$ cat src/verilog/dpdc_cfg.svh
// Purpose: Timing counts and bit positions for the power-down control block
// Assumes: Counts are in sys_clk_i cycles at 200 MHz (5 ns period)
// Notes:   Times are in picoseconds; counts derive from them
`ifndef DPDC_CFG_SVH
`define DPDC_CFG_SVH

// Clock period in ps
`define DPDC_CLK_PS 5000
// Quiet time after CKE falls before receivers turn off, ps (least time)
`define DPDC_TCPDED_PS 10000
`define DPDC_TCPDED_CYC ((`DPDC_TCPDED_PS + `DPDC_CLK_PS - 1) / `DPDC_CLK_PS)
// Exit latency for commands not needing the DLL, ps
`define DPDC_TXP_PS 24000
`define DPDC_TXP_CYC ((`DPDC_TXP_PS + `DPDC_CLK_PS - 1) / `DPDC_CLK_PS)
// Exit latency for commands needing the DLL, ps
`define DPDC_TXPDLL_PS 24000
`define DPDC_TXPDLL_CYC ((`DPDC_TXPDLL_PS + `DPDC_CLK_PS - 1) / `DPDC_CLK_PS)
// Counter width
`define DPDC_CNT_W 8
// Command encodings {cs_n, ras_n, cas_n, we_n}
`define DPDC_CMD_NOP 4'h7
// Position of the DLL-on-in-precharge bit in mode register zero
`define DPDC_DLL_BIT 12
// Bank count
`define DPDC_BANKS 8
// Synchroniser reset value {ck, cke, reset_n, nop}: idle pin levels
`define DPDC_PIN_IDLE 4'h7

`endif

$ cat src/verilog/dpdc_pkg.sv
// Purpose: Types for the power-down control block
// Assumes: dpdc_cfg.svh supplies the numbers
// Notes:   Types only
`include "dpdc_cfg.svh"
`default_nettype none
package dpdc_pkg;

    // Power state of the device
    typedef enum logic [2:0] {
        DPDC_ST_IDLE = 3'b000,
        DPDC_ST_QUIET = 3'b001,
        DPDC_ST_PD = 3'b010,
        DPDC_ST_EXIT = 3'b011,
        DPDC_ST_RESET = 3'b100
    } dpdc_state_t;

    // Power-down flavour
    typedef enum logic [1:0] {
        DPDC_PD_NONE = 2'b00,
        DPDC_PD_ACTIVE = 2'b01,
        DPDC_PD_PRE_FAST = 2'b10,
        DPDC_PD_PRE_SLOW = 2'b11
    } dpdc_pdkind_t;

    // Synchroniser state
    typedef struct packed {
        logic [3:0] s1;
        logic [3:0] s2;
        logic [1:0] ck;
    } dpdc_sync_t;

endpackage
`default_nettype wire

$ cat src/verilog/dpdc_sync_if.sv
// Purpose: Carries synchronised link pins from sampler to control logic
// Assumes: One clock domain, sys_clk_i
// Notes:   ck_rise pulses one cycle per CK rising edge
`timescale 1ns/10ps
`default_nettype none
interface dpdc_sync_if;
    logic ck_rise;
    logic cke;
    logic reset_n;
    logic cmd_nop;
    modport src (output ck_rise, output cke, output reset_n, output cmd_nop);
    modport dst (input ck_rise, input cke, input reset_n, input cmd_nop);
endinterface
`default_nettype wire

$ cat src/verilog/dpdc_top.sv
// Purpose: Device-side power-down entry and exit control
// Assumes: Pins sampled by sys_clk_i at 200 MHz; CK much slower
// Notes:   Counters run on sys_clk_i, exit timing in system cycles
//
// Contract
// [RL1] Controller issues one extra refresh after self-refresh exit.
// [RL2] Power-down entered when CKE sampled low with NOP or deselect.
// [RL3] Controller keeps CKE high during MRS, MPR, ZQ, DLL lock, bursts.
// [RL4] CKE may fall during activate/precharge/refresh; device finishes them.
// [RL5] Controller resets DLL after exit if DLL was unlocked at entry.
// [RL6] All banks closed gives precharge power-down, else active power-down.
// [RL7] Entry disables buffers except clock, ODT, CKE and reset.
// [RL8] NOP during quiet period; receivers off only after it elapses.
// [RL9] Precharge with bit clear: DLL off, slow exit, tXP and tXPDLL.
// [RL10] Active or bit set: DLL stays on, fast exit after tXP.
// [RL11] Reset low in power-down exits to reset state.
// [RL12] Controller holds CKE low, reset high, clock stable in power-down.
// [RL13] Controller waits tPD(min) after entry before exit.
// [RL14] Controller limits power-down to nine refresh intervals.
// [RL15] Exit when CKE registered high with NOP; commands after tXP/tXPDLL.
// [RL16] Refresh between exit and entry needs tXP; re-entry waits tXPDLL.
// [RL17] After early entry post refresh, only NOP until tRFC elapsed.
// [RL18] Controller should enter power-down with DLL locked.
// [RL19] Controller counts timing parameters with down-counters.
`include "dpdc_cfg.svh"
`timescale 1ns/10ps
`default_nettype none
module dpdc_top (
    input wire logic sys_clk_i,                 // System clock 200 MHz
    input wire logic rst_n_i,                   // Sync reset, active low
    input wire logic ck_i,                      // Link clock CK
    input wire logic cke_i,                     // Clock enable pin
    input wire logic reset_pin_n_i,             // Device reset pin
    input wire logic cmd_nop_i,                 // Command is NOP/deselect
    input wire logic [`DPDC_BANKS-1:0] bank_open_i, // Open banks
    input wire logic bank_busy_i,               // Act/pre/ref still running
    input wire logic dll_on_in_precharge_pd_bit_i, // Mode reg zero bit
    input wire logic dll_locked_i,              // DLL locked
    output logic power_down_state_o,            // In power-down
    output logic active_pd_o,                   // Active power-down
    output logic dll_enable_o,                  // DLL kept running
    output logic io_buf_en_o,                   // General I/O buffers on
    output logic cmd_rx_en_o,                   // Command/address receivers
    output logic nodll_cmd_ok_o,                // tXP satisfied
    output logic dll_cmd_ok_o,                  // tXPDLL satisfied
    output logic dll_reset_needed_o,            // Entered with DLL unlocked
    output logic in_reset_o                     // Reset state
);
    // ****************************************
    // State
    // ****************************************
    typedef struct packed {
        dpdc_pkg::dpdc_state_t st;
        dpdc_pkg::dpdc_pdkind_t kind;
        logic [`DPDC_CNT_W-1:0] quiet;
        logic [`DPDC_CNT_W-1:0] xp;
        logic [`DPDC_CNT_W-1:0] xpdll;
        logic pd;
        logic act;
        logic dll;
        logic iob;
        logic rx;
        logic ok;
        logic okd;
        logic dllrst;
        logic rst;
    } dpdc_regs_t;

    dpdc_regs_t r_q, r_d;
    dpdc_sync_if sy ();

    // ****************************************
    // Pin sampling
    // ****************************************
    dpdc_pin_sync u_sync (
        .sys_clk_i(sys_clk_i),
        .rst_n_i(rst_n_i),
        .ck_i(ck_i),
        .cke_i(cke_i),
        .reset_pin_n_i(reset_pin_n_i),
        .cmd_nop_i(cmd_nop_i),
        .out(sy.src)
    );

    // Down-counter step saturating at zero
    function automatic logic [`DPDC_CNT_W-1:0] dec(
        input logic [`DPDC_CNT_W-1:0] v);
        dec = (v == '0) ? v : v - 1'b1;
    endfunction

    // ****************************************
    // Next state
    // ****************************************
    always_comb begin
        r_d = r_q;
        r_d.quiet = dec(r_q.quiet);
        r_d.xp = dec(r_q.xp);
        r_d.xpdll = dec(r_q.xpdll);
        unique case (r_q.st)
            dpdc_pkg::DPDC_ST_IDLE: begin
                // [RL2] Entry on CK edge
                if (sy.ck_rise && !sy.cke && sy.cmd_nop) begin
                    r_d.st = dpdc_pkg::DPDC_ST_QUIET;
                    r_d.pd = 1'b1;
                    // [RL7] Buffer gating
                    r_d.iob = 1'b0;
                    r_d.quiet = `DPDC_CNT_W'(`DPDC_TCPDED_CYC);
                    r_d.dllrst = !dll_locked_i;
                end
            end
            dpdc_pkg::DPDC_ST_QUIET: begin
                // A CKE rise seen here is ignored, with no error flag
                // [RL8] Receivers off after quiet period
                if (r_q.quiet == '0) begin
                    r_d.rx = 1'b0;
                    r_d.st = dpdc_pkg::DPDC_ST_PD;
                end
            end
            dpdc_pkg::DPDC_ST_PD: begin
                // [RL15] Exit on CKE high with NOP
                if (sy.ck_rise && sy.cke && sy.cmd_nop) begin
                    r_d.st = dpdc_pkg::DPDC_ST_EXIT;
                    r_d.pd = 1'b0;
                    r_d.iob = 1'b1;
                    r_d.rx = 1'b1;
                    r_d.ok = 1'b0;
                    r_d.okd = 1'b0;
                    r_d.dll = 1'b1;
                    // Class only means something while powered down
                    r_d.act = 1'b0;
                    r_d.xp = `DPDC_CNT_W'(`DPDC_TXP_CYC);
                    // [RL9] Slow exit waits tXPDLL
                    r_d.xpdll = (r_q.kind == dpdc_pkg::DPDC_PD_PRE_SLOW)
                        ? `DPDC_CNT_W'(`DPDC_TXPDLL_CYC)
                        : `DPDC_CNT_W'(`DPDC_TXP_CYC);
                end
            end
            dpdc_pkg::DPDC_ST_EXIT: begin
                // [RL10] Fast exit needs only tXP
                if (r_q.xp == '0) begin
                    r_d.ok = 1'b1;
                end
                if (r_q.xpdll == '0 && r_q.xp == '0) begin
                    r_d.okd = 1'b1;
                    r_d.st = dpdc_pkg::DPDC_ST_IDLE;
                    r_d.kind = dpdc_pkg::DPDC_PD_NONE;
                    r_d.act = 1'b0;
                end
            end
            dpdc_pkg::DPDC_ST_RESET: begin
                // Stay until the reset pin is released
                if (sy.reset_n) begin
                    r_d.st = dpdc_pkg::DPDC_ST_IDLE;
                    r_d.rst = 1'b0;
                    r_d.iob = 1'b1;
                    r_d.rx = 1'b1;
                    r_d.ok = 1'b1;
                    r_d.okd = 1'b1;
                    r_d.dll = 1'b1;
                end
            end
            default: begin
                r_d.st = dpdc_pkg::DPDC_ST_IDLE;
            end
        endcase
        // [RL4] [RL6] Classify once in-progress work ends
        // Skipped on the exit cycle, so the DLL restart there stands
        // and a slow exit does not leave the DLL off afterwards
        if (r_q.pd && r_d.pd && !bank_busy_i) begin
            if (bank_open_i != '0) begin
                r_d.kind = dpdc_pkg::DPDC_PD_ACTIVE;
                r_d.act = 1'b1;
                r_d.dll = 1'b1;
            end else if (dll_on_in_precharge_pd_bit_i) begin
                r_d.kind = dpdc_pkg::DPDC_PD_PRE_FAST;
                r_d.act = 1'b0;
                r_d.dll = 1'b1;
            end else begin
                r_d.kind = dpdc_pkg::DPDC_PD_PRE_SLOW;
                r_d.act = 1'b0;
                r_d.dll = 1'b0;
            end
        end
        // [RL11] Reset pin aborts power-down
        if (!sy.reset_n) begin
            r_d.st = dpdc_pkg::DPDC_ST_RESET;
            r_d.rst = 1'b1;
            r_d.pd = 1'b0;
            r_d.act = 1'b0;
            r_d.kind = dpdc_pkg::DPDC_PD_NONE;
            r_d.dllrst = 1'b0;
        end
        if (!rst_n_i) begin
            r_d = '0;
            r_d.st = dpdc_pkg::DPDC_ST_IDLE;
            r_d.dll = 1'b1;
            r_d.iob = 1'b1;
            r_d.rx = 1'b1;
            r_d.ok = 1'b1;
            r_d.okd = 1'b1;
        end
    end

    // ****************************************
    // Registers
    // ****************************************
    // Single register stage for all state
    always_ff @(posedge sys_clk_i) begin
        r_q <= r_d;
    end

    // ****************************************
    // Outputs
    // ****************************************
    // Outputs straight from flip-flops
    assign power_down_state_o = r_q.pd;
    assign active_pd_o = r_q.act;
    assign dll_enable_o = r_q.dll;
    assign io_buf_en_o = r_q.iob;
    assign cmd_rx_en_o = r_q.rx;
    assign nodll_cmd_ok_o = r_q.ok;
    assign dll_cmd_ok_o = r_q.okd;
    assign dll_reset_needed_o = r_q.dllrst;
    assign in_reset_o = r_q.rst;
endmodule // dpdc_top
`default_nettype wire

$ cat src/verilog/dpdc_pin_sync.sv
// Purpose: Two-flop synchronise link pins and find CK rising edges
// Assumes: Pins are asynchronous to sys_clk_i
// Notes:   First stage is read only by the second stage
`include "dpdc_cfg.svh"
`timescale 1ns/10ps
`default_nettype none
module dpdc_pin_sync (
    input wire logic sys_clk_i,       // System clock
    input wire logic rst_n_i,         // Sync reset, active low
    input wire logic ck_i,            // Link clock pin
    input wire logic cke_i,           // Clock enable pin
    input wire logic reset_pin_n_i,   // Device reset pin, active low
    input wire logic cmd_nop_i,       // Command decodes to NOP/deselect
    dpdc_sync_if.src out              // Synchronised view
);
    dpdc_pkg::dpdc_sync_t st_q, st_d;

    // Two stages, then edge detect on the second stage only
    always_comb begin
        st_d = st_q;
        st_d.s1 = {ck_i, cke_i, reset_pin_n_i, cmd_nop_i};
        st_d.s2 = st_q.s1;
        st_d.ck = {st_q.ck[0], st_q.s2[3]};
        // Idle levels, so no false reset or entry follows reset release
        if (!rst_n_i) begin
            st_d = '0;
            st_d.s1 = `DPDC_PIN_IDLE;
            st_d.s2 = `DPDC_PIN_IDLE;
        end
    end

    always_ff @(posedge sys_clk_i) begin
        st_q <= st_d;
    end

    // Samples taken on a CK rise use the second-stage copy of the other pins, one cycle newer than the CK copy
    assign out.ck_rise = st_q.ck[0] & ~st_q.ck[1];
    assign out.cke = st_q.s2[2];
    assign out.reset_n = st_q.s2[1];
    assign out.cmd_nop = st_q.s2[0];
endmodule // dpdc_pin_sync
`default_nettype wire

$ cat config.mk
export PLATFORM = sky130hd
export DESIGN_NAME = dpdc_top
export DESIGN_NICKNAME = d
export VERILOG_FILES = /design/src/verilog/dpdc_pkg.sv /design/src/verilog/dpdc_sync_if.sv /design/src/verilog/dpdc_top.sv /design/src/verilog/dpdc_pin_sync.sv
export VERILOG_INCLUDE_DIRS = /design/src /design/src/verilog
export SDC_FILE = /design/constraint.sdc
export NUM_CORES = 1
export LEC_CHECK = 0
export BUFFER_PORTS_ARGS = -buffer_cell sky130_fd_sc_hd__buf_2
export CAP_MARGIN = 20
export CORE_MARGIN = 2
export CORE_UTILIZATION = 51
export CTS_CLUSTER_SIZE = 10
export DETAILED_ROUTE_END_ITERATION = 8
export PLACE_DENSITY_LB_ADDON = 0.08
export SKIP_CTS_REPAIR_TIMING = 1
export SLEW_MARGIN = 0
export SYNTH_ARGS = -nofsm -noshare
export SYNTH_HDL_FRONTEND = slang
export SYNTH_SLANG_ARGS = --single-unit
$ cat constraint.sdc
create_clock -name sys_clk_i -period 1.8 [get_ports sys_clk_i]
set_input_delay 0.18 -clock sys_clk_i [delete_from_list [all_inputs] [get_ports sys_clk_i]]
set_output_delay 0.18 -clock sys_clk_i [all_outputs]
set_load 0.02 [all_outputs]
==> impl_metrics.ini <==
[power_and_ir_drop]
p_sw_mw = 1.38
leakagePower_nw = 1.02
power_mw = 3.87
clkPwrFrac_pct = 16.6
p_int_mw = 2.49
combPwrFrac_pct = 44.0
max-vdd-ir-drop_mv = 0.914
swShare_pct = 35.8
power_density_nw_per_um2 = 1590
p_seq_share_pct = 39.4

[sta]
finClkSkew_ns = 0.00550
drv_slew = 0
tightest_slew_ns = 0.363
max_freq_mhz = 541
slew_headroom_pct = 75.2
holdWs_ns = 0.0597
setup_violations = 2
fin_crit_ns = 1.85
final_min_period_over_clock_period_pct = 103
rsz0062_at_grt = true
worst_slack_ns = -0.0472
hold_viol = 0

[place]
post-dp-hpwl_um = 2980
io_buffers = 25
dp.cells = 310
place_ws_ns = -0.0546
gp_congestion = 0.823
placed_area_um2 = 2330

[global_route]
overflow = 0
grt_pass1_vias = 1581
antenna_found_initial = 0
grt_pass1_wl_um = 7000
grt_use_total_pct = 20.5
grt_max_degree = 24

[logic_synthesis]
syn_area_um2 = 2030
synthFlopType = dfxtp_1
synth_cells = 225
yosys-top-cells-area = dfxtp_1 45%, nor2_1 5.5%, xnor2_1 4.7%, xor2_1 3.9%, ha_1 3.7%
synth_area_per_cell_um2 = 9.02
yosysWarnings = 0
ys_async_sr_fraction_pct = 0
ys_ff_latch = 46
synthesis.nets = 248
yosysTopAreaCellShare_pct = 45.4
synth_edf_count = 0
synth_cell_types = 41
synth_top_area_cell = dfxtp_1
yosysSeqAreaShare_pct = 45.4

[setup_path]
crit_fanout = 5
worstPathArrival_ns = 2.03
endpoint_kind = flop
cp_cell_sequence = or4_4 > or4b_4 > o311a_1
r2r_start = r_q[27]
worst_path_max_delay_cell = or4b_4
cpPeakStageDelay_ns = 0.58
reg2reg_slack_ns = -0.05
crit_required_ns = 1.99
crit_type = flop to flop
cp-start-kind = flop
r2r_end = r_q[26]
ff2ff_path_depth = 3

[run_status]
status = complete, but fails checks
violations = negative setup slack

[min_path]
hp-class = primary input to flop
hold_path_depth = 2
min_from = dll_locked_i
worstHoldEndpoint = dll_reset_needed_o

[route]
drtIter0Drc = 101
antenna_left = 0
dr.pass1.iters = 4
wl_um = 4040
via_per_inst = 5.35
drc = 0
detail_route.wl_per_cell_um = 12.7
vias = 1702

[clock_tree]
cts_tree = done
clockRootBuffer = clkbuf_8
clkSinkCount = 46
cts-htree-levels = 2
clock_path_buffers = 2
path_clk_slew_ns = 0.08
clk_latency_ns = 0.29
cts_buffers = 5

[floorplanning]
dieArea_um2 = 4500
die_y_um = 67.1
fp-row-count = 22
core_area_um2 = 3740
initial_utilization_pct = 54.2
ios = 26
die_w_um = 67.1

[layout]
multi_input_area_um2 = 1060
antenna_cells = 0
layout.nets = 292
drive_gt1_share_pct = 20.7
area_growth_syn_to_layout_pct = 19.8
seqCellArea_um2 = 921
final_area_um2 = 2430
fill_cells = 326
instances_no_fill = 318

[flow_run]
drv_cap = 0
worst max-delay path by stage:
stage | from | slack, ns | endpoint
2_1_floorplan | r_q[27] | -0.02 | r_q[26]
3_3_place_gp | r_q[27] | -0.02 | cmd_rx_en_o
3_5_place_dp | r_q[27] | -0.05 | cmd_rx_en_o
4_1_cts | r_q[27] | -0.06 | cmd_rx_en_o
5_1_grt | r_q[27] | -0.09 | r_q[26]
6_report | r_q[27] | -0.05 | r_q[26]
power by group through the flow:
stage	combinational [mW]	clock [mW]	sequential (mW)
detailed placement	1.69	0	1.54
global placement	1.67	0	1.53
finish	1.70	0.644	1.52
floorplan	1.18	0	1.51
global route	1.92	0.711	1.56
CTS	1.71	0.659	1.52
area by class of cell:
class	count	area share (%)
inverters	9	1.39
repair buffers	43	10.7
flip-flops and latches	46	37.9
multi-input cells	164	43.8
well taps	48	2.47
clock inverters	1	0.206
clock buffers	7	3.55
worst max-delay path, delay by kind of cell, from the launching register on:
kind,cells,cell delay [ns]
AND/OR/NAND/NOR,2,1.12
AO/OA/AOI/OAI,1,0.30
flip-flops,1,0.32
synthesized netlist by cell type (2+ instances only):
master and n:
dfxtp_1 46, a2111oi_0 2, o21ai_0 4, xnor2_1 11, nand2b_1 10, and2_1 4, nor3_1 3, ha_1 6
inv_1 9, o31ai_1 3, o2111ai_1 2, nor2_1 30, nand2_1 17, a21boi_0 3, or4_1 3, nand4b_1 2
a221oi_1 3, xor2_1 9, clkbuf_1 6, and3_1 2, a21oi_1 6, nor2b_1 6, nand3_1 10, nor4_1 7
a211oi_1 5
layer usage:
metal | part of all wire, % | GRT usage [%] | vias to the layer above
met2 | 46 | 32.5 | 30
met4 | 0.82 | 7.14 | 0
li1 | - | - | 887
met3 | 4.2 | 5.91 | 4
met1 | 49 | 26.4 | 781
met5 | 0 | 0 | -
cells by family after synthesis:
family	after synthesis	synth area share (%)
buffers and inverters	15	2.77
AND/OR/NAND/NOR	104	27.6
XOR/XNOR	20	8.63
flip-flops	46	45.4
adder cells (fa/ha/maj)	6	3.70
AO/OA/AOI/OAI	34	12.0
sequential cells by signal, summed over array words and instances (netlist names):
register	cells
dll_enable_o	1
u_sync.out.cmd_nop	1
nodll_cmd_ok_o	1
dll_reset_needed_o	1
io_buf_en_o	1
active_pd_o	1
u_sync.st_q	7
power_down_state_o	1
in_reset_o	1
r_q	27
u_sync.out.cke	1
cmd_rx_en_o	1
dll_cmd_ok_o	1
u_sync.out.reset_n	1
metrics by stage:
stage,setup TNS (ns),utilization (%)
after floorplan,-0.0296,-
after global placement,-0.0256,62.2
after detailed placement,-0.0886,62.2
after CTS,-0.109,64.6
after global routing,-0.288,64.9
final,-0.0812,64.9
cell usage in the layout, fill, tap and decap left out, drive strengths merged, types with 7 or more instances in the layout:
cell type	Yosys	routed
nand3	10	10
nand2	17	17
nor2	30	30
buf	0	43
nor4	7	7
clkbuf	6	7
xnor2	11	11
inv	9	9
dfxtp	46	46
xor2	9	9
nand2b	10	10
Power figures use the tool's default switching activity.
